**src/design/sltfi_pkg.sv**
```systemverilog
// Purpose: shared constants and types for the serial link transmit frame input
// Assumes: one core clock, synchronous active-low reset
// Notes: frame layout is data bits first, then four coding bits
`default_nettype none
package sltfi_pkg;

  // ****************************************************************
  // word and frame geometry
  // ****************************************************************
  localparam int WIDE_BITS = 20;
  localparam int NARROW_BITS = 16;
  localparam int CODING_BITS = 4;
  localparam int FRAME_MAX = WIDE_BITS + CODING_BITS;
  localparam logic [4:0] LAST_BIT_WIDE = 5'h17;
  localparam logic [4:0] LAST_BIT_NARROW = 5'h13;
  localparam int FIFO_DEPTH = 16;
  localparam int RATE_SEL_W = 2;

  // ****************************************************************
  // coding bit positions inside the four-bit trailer
  // ****************************************************************
  localparam int CODE_FLAG_POS = 0;
  localparam int CODE_CTRL_POS = 1;
  localparam int CODE_FILL_POS = 2;
  localparam int CODE_DATA_POS = 3;

  // ****************************************************************
  // fill patterns; the one type is inverted to steer line balance
  // ****************************************************************
  localparam logic [19:0] FILL_ZERO_WORD = 20'h00000;
  localparam logic [19:0] FILL_ONE_WORD = 20'h0007F;

  // ****************************************************************
  // reset values
  // ****************************************************************
  localparam logic RST_LINE = 1'b0;
  localparam logic RST_FLAG_TOGGLE = 1'b0;
  localparam logic RST_DISP_POS = 1'b0;
  localparam logic RST_READY = 1'b0;
  localparam logic RST_STROBE = 1'b1;

  typedef enum logic {SER_IDLE, SER_SHIFT} sltfi_ser_e;

  typedef struct packed {
    logic wide;
    logic ctrl;
    logic flag;
    logic [19:0] data;
  } sltfi_word_s;

endpackage
`default_nettype wire

```
**src/design/sltfi_fifo.sv**
```systemverilog
// Purpose: word FIFO between the parallel input and the serialiser
// Assumes: DEPTH is a power of two
// Notes: valid/ready on both sides; push and pop may share a cycle
`timescale 1ns/10ps
`default_nettype none
module sltfi_fifo #(
  parameter int WIDTH = 23,
  parameter int DEPTH = 16
) (
  input wire logic clk,
  input wire logic rst_n,
  input wire logic [WIDTH-1:0] in_data,
  input wire logic in_valid,
  output logic in_ready,
  output logic [WIDTH-1:0] out_data,
  output logic out_valid,
  input wire logic out_ready
);
  localparam int AW = $clog2(DEPTH);

  logic [WIDTH-1:0] mem [DEPTH];
  logic [AW:0] wr_ptr;
  logic [AW:0] rd_ptr;
  logic push;
  logic pop;

  assign in_ready = (wr_ptr[AW-1:0] != rd_ptr[AW-1:0]) || (wr_ptr[AW] == rd_ptr[AW]);
  assign out_valid = (wr_ptr != rd_ptr);
  assign out_data = mem[rd_ptr[AW-1:0]];
  assign push = in_valid & in_ready;
  assign pop = out_valid & out_ready;

  always_ff @(posedge clk) begin
    if (push) begin
      mem[wr_ptr[AW-1:0]] <= in_data;
    end
  end

  always_ff @(posedge clk) begin
    if (!rst_n) begin
      wr_ptr <= '0;
    end else if (push) begin
      wr_ptr <= wr_ptr + 1'b1;
    end
  end

  always_ff @(posedge clk) begin
    if (!rst_n) begin
      rd_ptr <= '0;
    end else if (pop) begin
      rd_ptr <= rd_ptr + 1'b1;
    end
  end
endmodule // sltfi_fifo
`default_nettype wire

```
**src/design/sltfi_top.sv**
```systemverilog
// Purpose: transmit-side parallel frame input and serialisation control
// Assumes: all inputs synchronous to CORE_CLK; open pads pulled high at the pad ring
// Notes: one frame is loaded per word strobe rising edge that finds the serialiser idle; a FIFO buffers accepted words
//
// Behaviour
// - open request inputs read high, meaning idle
// - control request sends word as control frame
// - control request asks control word in a later frame
// - both requests together give control frame
// - data request means valid payload in a later frame
// - data request sends data plus flag bit
// - wide select sends 20 bits, else 16
// - serialise least significant bit first
// - four coding bits follow, C0 first
// - two-bit select divides bit rate 1/2/4/8
// - loopback select steers stream to loopback output
// - ready output follows permit from receiver while the buffer has room
// - empty buffer or no permit sends fill
// - flag alternates each frame when mode off
// - bit 0 leaves one cycle after strobe
`timescale 1ns/10ps
`default_nettype none
module sltfi_top #(
  parameter int DEPTH = sltfi_pkg::FIFO_DEPTH
) (
  input wire logic CORE_CLK,
  input wire logic RESETN,
  input wire logic [19:0] PARALLEL_WORD_IN,
  input wire logic EXTRA_FLAG_IN,
  input wire logic CONTROL_WORD_REQUEST_N,
  input wire logic PAYLOAD_REQUEST_N,
  input wire logic WIDE_WORD_SELECT,
  input wire logic LINK_PAYLOAD_PERMIT,
  input wire logic RATE_SELECT_LSB,
  input wire logic RATE_SELECT_MSB,
  input wire logic LOOPBACK_SELECT,
  input wire logic FILL_TYPE_SELECT,
  input wire logic EXTRA_BIT_MODE,
  input wire logic WORD_STROBE_IN,
  output logic READY_FOR_PAYLOAD,
  output logic SERIAL_LINE_OUT,
  output logic LOOPBACK_LINE_OUT,
  output logic FRAME_IS_CONTROL,
  output logic FRAME_IS_FILL,
  output logic STROBE_OVERRUN
);

  // ****************************************************************
  // helpers
  // ****************************************************************
  function automatic logic [4:0] ones_in(input logic [23:0] v, input logic wide);
    logic [4:0] n;
    n = 5'h00;
    for (int i = 0; i < sltfi_pkg::FRAME_MAX; i++) begin
      if (wide || i < sltfi_pkg::NARROW_BITS + sltfi_pkg::CODING_BITS) begin
        n = n + {4'h0, v[i]};
      end
    end
    return n;
  endfunction

  // ****************************************************************
  // declarations
  // ****************************************************************
  sltfi_pkg::sltfi_ser_e state;
  sltfi_pkg::sltfi_word_s in_word;
  sltfi_pkg::sltfi_word_s head_word;
  logic strobe_prev;
  logic strobe_rise;
  logic ctrl_req;
  logic data_req;
  logic fifo_in_ready;
  logic fifo_out_valid;
  logic push;
  logic load;
  logic pop;
  logic tick;
  logic last_bit;
  logic [2:0] div_cnt;
  logic [2:0] div_last;
  logic [4:0] bit_cnt;
  logic [4:0] bit_last;
  logic [23:0] shreg;
  logic [23:0] next_frame;
  logic next_wide;
  logic next_ctrl;
  logic next_fill;
  logic [19:0] next_data;
  logic [3:0] next_code;
  logic next_flag;
  logic flag_toggle;
  logic disp_pos;
  logic [4:0] frame_ones;
  logic [4:0] frame_half;
  logic line;
  logic next_line;

  // ****************************************************************
  // strobe edge and request decode
  // ****************************************************************
  always_ff @(posedge CORE_CLK) begin
    if (!RESETN) begin
      strobe_prev <= sltfi_pkg::RST_STROBE;
    end else begin
      strobe_prev <= WORD_STROBE_IN;
    end
  end

  assign strobe_rise = WORD_STROBE_IN & ~strobe_prev;
  // an undriven request pin reads high and so never requests a frame
  assign ctrl_req = ~CONTROL_WORD_REQUEST_N;
  assign data_req = ~PAYLOAD_REQUEST_N;

  // words are taken only on the strobe edge, and only while ready was shown
  assign push = strobe_rise & LINK_PAYLOAD_PERMIT & READY_FOR_PAYLOAD & fifo_in_ready
              & (ctrl_req | data_req);

  always_comb begin
    in_word.wide = WIDE_WORD_SELECT;
    in_word.ctrl = ctrl_req;  // control wins when both are low
    in_word.flag = EXTRA_FLAG_IN;
    // narrow mode drops the top four inputs
    in_word.data = WIDE_WORD_SELECT ? PARALLEL_WORD_IN : {4'h0, PARALLEL_WORD_IN[15:0]};
  end

  // ****************************************************************
  // word buffer
  // ****************************************************************
  sltfi_fifo #(
    .WIDTH($bits(sltfi_pkg::sltfi_word_s)),
    .DEPTH(DEPTH)
  ) u_fifo (
    .clk(CORE_CLK),
    .rst_n(RESETN),
    .in_data(in_word),
    .in_valid(push),
    .in_ready(fifo_in_ready),
    .out_data(head_word),
    .out_valid(fifo_out_valid),
    .out_ready(pop)
  );

  // ready needs both the permit and buffer room, so a slow line throttles the user
  always_ff @(posedge CORE_CLK) begin
    if (!RESETN) begin
      READY_FOR_PAYLOAD <= sltfi_pkg::RST_READY;
    end else begin
      READY_FOR_PAYLOAD <= LINK_PAYLOAD_PERMIT & fifo_in_ready;
    end
  end

  // ****************************************************************
  // frame assembly
  // ****************************************************************
  // a strobe that lands mid-frame loads nothing and the buffer holds its words
  assign load = strobe_rise & (state == sltfi_pkg::SER_IDLE);
  // buffered words wait while the permit is withdrawn
  assign pop = load & fifo_out_valid & LINK_PAYLOAD_PERMIT;

  always_comb begin
    next_fill = ~pop;
    next_ctrl = pop & head_word.ctrl;
    next_wide = pop ? head_word.wide : WIDE_WORD_SELECT;
    if (pop) begin
      next_data = head_word.data;
    end else if (!FILL_TYPE_SELECT) begin
      next_data = sltfi_pkg::FILL_ZERO_WORD;
    end else begin
      // pick the one-type variant that pulls the running balance back
      next_data = disp_pos ? sltfi_pkg::FILL_ONE_WORD : ~sltfi_pkg::FILL_ONE_WORD;
    end
    if (!next_wide) begin
      next_data = {4'h0, next_data[15:0]};
    end
    next_flag = (EXTRA_BIT_MODE && pop) ? head_word.flag : flag_toggle;
    next_code = 4'h0;
    next_code[sltfi_pkg::CODE_FLAG_POS] = next_flag;
    next_code[sltfi_pkg::CODE_CTRL_POS] = next_ctrl;
    next_code[sltfi_pkg::CODE_FILL_POS] = next_fill;
    next_code[sltfi_pkg::CODE_DATA_POS] = ~(next_ctrl | next_fill);
    // coding bits sit directly above the last data bit
    next_frame = next_wide ? {next_code, next_data} : {4'h0, next_code, next_data[15:0]};
  end

  always_ff @(posedge CORE_CLK) begin
    if (!RESETN) begin
      flag_toggle <= sltfi_pkg::RST_FLAG_TOGGLE;
    end else if (load) begin
      flag_toggle <= ~flag_toggle;
    end
  end

  // only the sign of the balance is kept; it is enough to choose the fill variant
  assign frame_ones = ones_in(next_frame, next_wide);
  assign frame_half = next_wide ? 5'h0C : 5'h0A;

  always_ff @(posedge CORE_CLK) begin
    if (!RESETN) begin
      disp_pos <= sltfi_pkg::RST_DISP_POS;
    end else if (load && frame_ones != frame_half) begin
      disp_pos <= (frame_ones > frame_half);
    end
  end

  // ****************************************************************
  // bit rate divider
  // ****************************************************************
  assign div_last = 3'((4'h1 << {RATE_SELECT_MSB, RATE_SELECT_LSB}) - 4'h1);
  assign tick = (div_cnt == div_last);

  always_ff @(posedge CORE_CLK) begin
    if (!RESETN) begin
      div_cnt <= 3'h0;
    end else if (load || tick) begin
      div_cnt <= 3'h0;
    end else begin
      div_cnt <= div_cnt + 3'h1;
    end
  end

  // ****************************************************************
  // serialiser
  // ****************************************************************
  assign last_bit = (bit_cnt == bit_last);

  always_ff @(posedge CORE_CLK) begin
    if (!RESETN) begin
      state <= sltfi_pkg::SER_IDLE;
    end else begin
      case (state)
        sltfi_pkg::SER_IDLE: begin
          if (load) begin
            state <= sltfi_pkg::SER_SHIFT;
          end
        end
        sltfi_pkg::SER_SHIFT: begin
          if (tick && last_bit) begin
            state <= sltfi_pkg::SER_IDLE;
          end
        end
        default: begin
          state <= sltfi_pkg::SER_IDLE;
        end
      endcase
    end
  end

  always_ff @(posedge CORE_CLK) begin
    if (!RESETN) begin
      shreg <= 24'h000000;
      bit_cnt <= 5'h00;
      bit_last <= sltfi_pkg::LAST_BIT_NARROW;
    end else if (load) begin
      shreg <= next_frame;
      bit_cnt <= 5'h00;
      bit_last <= next_wide ? sltfi_pkg::LAST_BIT_WIDE : sltfi_pkg::LAST_BIT_NARROW;
    end else if (state == sltfi_pkg::SER_SHIFT && tick) begin
      shreg <= {1'b0, shreg[23:1]};
      bit_cnt <= bit_cnt + 5'h01;
    end
  end

  always_comb begin
    next_line = line;
    if (load) begin
      next_line = next_frame[0];
    end else if (state == sltfi_pkg::SER_SHIFT && tick) begin
      next_line = last_bit ? sltfi_pkg::RST_LINE : shreg[1];
    end
  end

  always_ff @(posedge CORE_CLK) begin
    if (!RESETN) begin
      line <= sltfi_pkg::RST_LINE;
    end else begin
      line <= next_line;
    end
  end

  // both outputs are registered from next_line, so bit 0 shows one cycle after the strobe
  always_ff @(posedge CORE_CLK) begin
    if (!RESETN) begin
      SERIAL_LINE_OUT <= sltfi_pkg::RST_LINE;
      LOOPBACK_LINE_OUT <= sltfi_pkg::RST_LINE;
    end else begin
      SERIAL_LINE_OUT <= ~LOOPBACK_SELECT & next_line;
      LOOPBACK_LINE_OUT <= LOOPBACK_SELECT & next_line;
    end
  end

  // ****************************************************************
  // frame status
  // ****************************************************************
  always_ff @(posedge CORE_CLK) begin
    if (!RESETN) begin
      FRAME_IS_CONTROL <= 1'b0;
      FRAME_IS_FILL <= 1'b0;
    end else if (load) begin
      FRAME_IS_CONTROL <= next_ctrl;
      FRAME_IS_FILL <= next_fill;
    end
  end

  always_ff @(posedge CORE_CLK) begin
    if (!RESETN) begin
      STROBE_OVERRUN <= 1'b0;
    end else begin
      STROBE_OVERRUN <= strobe_rise & (state == sltfi_pkg::SER_SHIFT);
    end
  end

endmodule // sltfi_top
`default_nettype wire

```
**config.mk**
```make
export PLATFORM = sky130hd
export DESIGN_NAME = sltfi_top
export DESIGN_NICKNAME = d
export VERILOG_FILES = /design/src/design/sltfi_pkg.sv /design/src/design/sltfi_fifo.sv /design/src/design/sltfi_top.sv
export SDC_FILE = /design/constraint.sdc
export NUM_CORES = 1
export LEC_CHECK = 0
export BUFFER_PORTS_ARGS = -buffer_cell sky130_fd_sc_hd__buf_2
export CORE_UTILIZATION = 40
export DETAILED_ROUTE_END_ITERATION = 8
export HOLD_SLACK_MARGIN = 0.15
export PLACE_DENSITY = 0.55
export SYNTH_ARGS = -nofsm -noshare
export SYNTH_HDL_FRONTEND = slang
export SYNTH_SLANG_ARGS = --single-unit
```
**constraint.sdc**
```tcl
create_clock -name CORE_CLK -period 16.9 [get_ports CORE_CLK]
set_input_delay 0.845 -clock CORE_CLK [delete_from_list [all_inputs] [get_ports CORE_CLK]]
set_output_delay 0.845 -clock CORE_CLK [all_outputs]
set_load 0.03 [all_outputs]
```
## Yosys cells after proc, flatten, opt, wreduce, memory -nomap -nowiden

Memory sizes are Yosys's and may differ from the RTL's. A register that Yosys moved wholly into a read port is not among the register bits.
Cells that the tools add are included.
Widths: inputs -> output; s select.

| cells by class | value |
|---|---|
| add/subtract/negate cells | 28 |
| order comparisons | 1 |
| equality and inequality tests | 6 |
| shifts and indexed selects | 1 |
| multiplexer cells | 26 |
| bitwise operators | 26 |
| reductions and logical operators | 9 |

Operators with widths:

| operator | number |
|---|---|
| $mux 20 | 5 |
| $add 5x1->5 | 19 |
| $mux 24 | 3 |
| $mux 5 | 4 |
| $add 5x1->5 const B | 3 |
| $and 1x1->1 | 15 |
| $mux 1 | 9 |
| $not 1->1 | 9 |
| $mux 4 | 2 |
| $mux 3 | 2 |
| $add 4x1->5 | 1 |
| $eq 5x5->1 | 1 |
| $gt 5x4->1 | 1 |
| $ne 5x4->1 | 1 |
| $ne 5x5->1 | 1 |
| $add 3x1->4 | 1 |
| $logic_and 1x1->1 | 4 |
| $ne 4x4->1 | 1 |
| $reduce_or 2->1 | 2 |
| $add 2x1->3 | 1 |
| $add 3x1->3 const B | 1 |
| $eq 3x3->1 | 1 |
| $shl 1x2->3 const A | 1 |
| $sub 3x1->3 const B | 1 |
| 6 further kinds | 8 |

| word-level totals | value |
|---|---|
| register bits after elaboration | 58 |
| RAM bits | 368 |
| bits of input ports | 33 |
| word-level logic and storage cells | 115 |
| memories | 1 |

Memories:

| memory | words | bits a word | rd ports | clocked after Yosys merged registers in | wr ports | RTL line | RTL |
|---|---|---|---|---|---|---|---|
| u_fifo.mem | 16 | 23 | 1 | 1 | 1 | sltfi_fifo.sv:21 | `logic [WIDTH-1:0] mem [DEPTH];` |

## Depth between registers and ports, before layout

| logic depth | value |
|---|---|
| depth in word-level cells | 38 |
| mapped depth | 37 |

## Cells and area by module

From an unflattened synthesis, not the netlist that was laid out.

| unflattened totals | value |
|---|---|
| cells, all modules | 988 |
| area, all modules | 17,732.0 µm² |

By module, submodules not included:

| module | times used | cells each | area an instance (µm²) | seq. area each (µm²) |
|---|---|---|---|---|
| sltfi_fifo | 1 | 615 | 14,671.6 | 11,330.9 |
| sltfi_top | 1 | 373 | 3,060.4 | 860.8 |

## Worst setup path before layout

OpenSTA, ideal clock, no wires.

| path | value |
|---|---|
| path kind | reg-to-reg |
| start point | register (tool-made name) |
| end point | register disp_pos |
| setup time | 0.074 ns |
| data arrival time | 9.055 ns |
| path slack | 7.771 ns |
| cell stages (with the launch flop) | 37 |
| buffers on the path | 3 |
| clock period less this slack | 9.129 ns |
| cell sequence | dfxtp_1 -> buf_6 -> buf_1 -> buf_1 -> mux4_2 -> mux4_2 -> nand2_1 -> a21oi_1 -> a21oi_1 -> fa_1 -> fa_1 -> inv_1 -> fa_1 -> fa_1 -> inv_1 -> fa_1 -> inv_1 -> ha_1 -> fa_1 -> ha_1 -> nand2_1 -> nand2_1 -> ha_1 -> nand2_1 -> nand2_1 -> ha_1 -> nand2_1 -> nand2_1 -> ha_1 -> nand2_1 -> nor3_1 -> nor4_1 -> and3b_1 -> o21ai_0 -> o32ai_1 -> or3_1 -> a31oi_1 |

RTL lines:

| item | RTL line | RTL |
|---|---|---|
| to (signal assigned) | sltfi_top.sv:199 | `disp_pos <= sltfi_pkg::RST_DISP_POS;` |
| to (signal assigned) | sltfi_top.sv:201 | `disp_pos <= (frame_ones > frame_half);` |
| to (decl) | sltfi_top.sv:92 | `logic disp_pos;` |

==> metrics.md <==
| Metric | Value |
|---|---|
| Min-delay worst type | `primary input to flip-flop` |
| Share of the synthesized area in the top cell type | `0.630` |
| Arrival time worst endpoint | `10.74 ns` |
| CTS tree | `built` |
| Final setup vio count | `0` |
| Maxcap violations | `0` |
| Top cells by count, synth | `edfxtp_1 (368), mux4_2 (114), nand2_1 (62), nor2_1 (58), dfxtp_1 (57)` |
| CP required | `17.39 ns` |
| Crit Path Class | `flip-flop to flip-flop` |
| Post-synthesis sequential area ratio | `0.695` |
| Root buffer cell | `clkbuf_16` |
| Final GP Congestion | `0.890` |
| Clk pwr share | `0.337` |
| Final period util | `0.607` |
| Sw power | `929 uW` |
| Starting density of the core | `0.406` |
| TNS Setup | `0 ns` |
| Slew Limit Headroom | `0.252` |
| Average cell area after synthesis | `18.1 um2` |
| Total power | `2.98 mW` |
| Place WS | `6.53 ns` |
| Initial antenna violation count | `4` |
| Via count | `9006` |
| Post-layout min period | `10.25 ns` |
| Final ANT Viol Nets | `0` |
| Synth area leader | `edfxtp_1` |
| Later-pin clock latency in the skew report | `0.59 ns` |
| DRC violations left | `0` |
| Largest net degree at the start of global routing | `45` |
| Detailed Route WL | `40600 um` |
| Die ar. | `between 0.04 and 0.05 mm2` |
| Drt initial violations | `767` |
| Post-Layout Cell Count | `1659` |
| Post-DP HPWL | `22400 um` |
| Synth Flop Type | `edfxtp_1` |
| PnR worst setup slack | `approximately 6.6 ns` |
| P&R area growth vs syn | `14.7%` |
| Startpoint types | `flip-flop` |
| Sw Ratio | `0.311` |
| Global-route wire length before repair | `60300 um` |
| Layout Utilization | `0.466` |
| Synth warnings | `0` |
| Leakage Power | `6.38 nW` |
| Fin. max-slew vios | `0` |
| Die Y | `211 um` |
| Crit-path max FO | `44` |
| Most frequent CP cell | `nand2_1` |
| IO Port Bufs | `38` |
| Setup bufs post-CTS | `0` |
| Share of cells above drive strength 1 | `0.259` |
| Worst Tran Pin Value | `roughly 1.1 ns` |
| Pwr/cell area | `148 mW/mm2` |
| Crit. End Element | `flip-flop` |
| Worst hold endpoint | `SERIAL_LINE_OUT$_SDFF_PN0_` |
| Syn Std Cell Area | `0.0175 mm2` |
| Total Nets Final | `1104` |
| WHS Path Cells | `2` |
| Num rows | `76` |
| Mapped Cells | `970` |
| CTS clock-pin slew for the worst setup and hold paths | `0.06 ns` |
| Fmax | `between 0.09 and 0.1 GHz` |
| Post-cts resize count | `0` |
| Maximum vdd ir drop | `140 uV` |
| Worst r2r dst | `disp_pos$_SDFFE_PN0P_` |
| GRT Util Overall | `0.188` |
| Slowest stage delay, CP | `approximately 0.75 ns` |
| Number of synthesized flops with an enable pin | `~370` |
| Post-synth ARST share | `0` |
| Status | `finished clean` |
| Total iterations of the first detailed-routing run | `5` |
| Worst hold slack | `roughly 0.43 ns` |
| Slowest cell on crit path | `buf_4` |
| Die Wd | `211 um` |
| Synth cell types | `57` |
| Count leader, synth | `edfxtp_1` |
| Htree depth | `2` |
| Seq pwr share | `0.384` |
| Reg2Reg Depth | `35` |
| Clock Tree Buf Depth | `3` |
| Flops & latches, synth | `425` |
| Hold buffer count at CTS | `0` |
| Via/cell ratio | `5.43` |
| Total grt overflow | `0` |
| Total CTS buffers | `45` |
| Core area | `0.0432 mm2` |
| Syn nets | `1039` |
| Synth area leaders | `edfxtp_1 (63%), mux4_2 (15%), dfxtp_1 (6.5%)` |
| RSZ-0062 raised after global routing | `false` |
| Hold Startpoint | `LOOPBACK_SELECT` |
| Number of global-route vias before repair | `9347` |
| Final Hold Fails | `0` |
| Worst reg-to-reg setup slack | `6.65 ns` |
| Placed Area | `0.0186 mm2` |
| Power Internal | `2.06 mW` |
| Placed Cells | `1573` |
| Clock tree sinks | `425` |
| Final instance area | `around 0.02 mm2` |
| Comb power frac | `0.279` |
| Worst clock skew | `0.0323 ns` |
| Top Ports | `39` |
| WL/cell | `between 20 and 25 um` |
[power by group through the flow]
stage | logic (mW) | registers (mW) | clock network [mW]
floorplan | 0.666 | 1.17 | 0
finish | 0.833 | 1.15 | 1.01
global placement | 0.818 | 1.17 | 0
detailed placement | 0.821 | 1.17 | 0
global route | 0.945 | 1.15 | 1.07
CTS | 0.829 | 1.15 | 1.03
[cell families (layout without fill, tap and decap cells)]
logic type | count (synthesis) | count (layout) | share of synthesized area
fa+ha+maj | 36 | 36 | 0.0317
mux | 126 | 126 | 0.156
other cells | 0 | 2 | 0
simple gates | 185 | 185 | 0.0484
xor+xnor | 32 | 32 | 0.0164
buf+inv | 73 | 175 | 0.0167
compound gates | 93 | 93 | 0.0354
flops | 425 | 425 | 0.695
[cells in the final DEF (no fill, tap or decap), drive strengths merged, types with 2 or more instances in the layout]
cell type    n
nand3        9
and2         8
bufinv       6
diode        2
a22oi       12
a21boi       2
edfxtp     368
inv         29
a221oi       7
a21o         3
o21a         4
nor3        16
nand4        5
xor2        14
nand2b       8
mux2         3
or3          2
clkinvlp     9
xnor2       18
nand2       62
clkinv      15
nor3b        2
nor2        58
buf         64
o211ai       3
o21ai       14
nor2b        3
clkbuf      52
fa          14
mux4       114
and3         3
o32ai        2
mux2i        9
ha          22
a211oi      11
dfxtp       57
nor4         5
a21oi       27
[final cells by class]
| cell class | instances | area (um2) |
|---|---|---|
| Fill cell | 3716 | 23100 |
| Sequential cell | 425 | 12200 |
| Multi-Input combinational cell | 472 | 5170 |
| Clock buffer | 52 | 1150 |
| Tap cell | 585 | 732 |
| Timing Repair Buffer | 64 | 385 |
| Clock inverter | 32 | 365 |
| Inverter | 27 | 101 |
| Antenna cell | 2 | 5.00 |
[registers in the layout, summed over array words and instances, names as in the netlist, named ones only]
signal / cells
u_fifo.rd_ptr: 5
u_fifo.wr_ptr: 5
FRAME_IS_CONTROL: 1
strobe_prev: 1
SERIAL_LINE_OUT: 1
bit_last: 1
STROBE_OVERRUN: 1
state: 1
disp_pos: 1
FRAME_IS_FILL: 1
line: 1
div_cnt: 3
LOOPBACK_LINE_OUT: 1
READY_FOR_PAYLOAD: 1
shreg: 23
u_fifo.mem: 368
flag_toggle: 1
bit_cnt: 5
[routing by layer]
| layer | GRT usage | routed length [um] | vias up |
|---|---|---|---|
| met3 | 0.0266 | 1680 | 66 |
| met2 | 0.306 | 20000 | 194 |
| met1 | 0.262 | 17900 | 4750 |
| li1 | - | - | 3994 |
| met5 | 0 | 10 | - |
| met4 | 0.0597 | 992 | 2 |
[worst max path at each step]
| stage | end | slack (ns) |
|---|---|---|
| global route | disp_pos$_SDFFE_PN0P_ | 5.71 |
| finish | disp_pos$_SDFFE_PN0P_ | 6.65 |
| detailed placement | disp_pos$_SDFFE_PN0P_ | 6.53 |
| floorplan | disp_pos$_SDFFE_PN0P_ | 7.77 |
| global placement | disp_pos$_SDFFE_PN0P_ | 6.68 |
| CTS | disp_pos$_SDFFE_PN0P_ | 6.49 |
[worst max-delay path, delay by kind of cell, from the launching register on]
family                     cells  cell delay (ns)
buffers and inverters          5             1.64
adders and majority gates     11             4.53
muxes                          2             1.05
AOI/OAI and AO/OA              5             0.81
and+or+nand+nor               12             1.60
DFF                            1             0.52
Note: power is estimated with default switching activity, not from simulation.
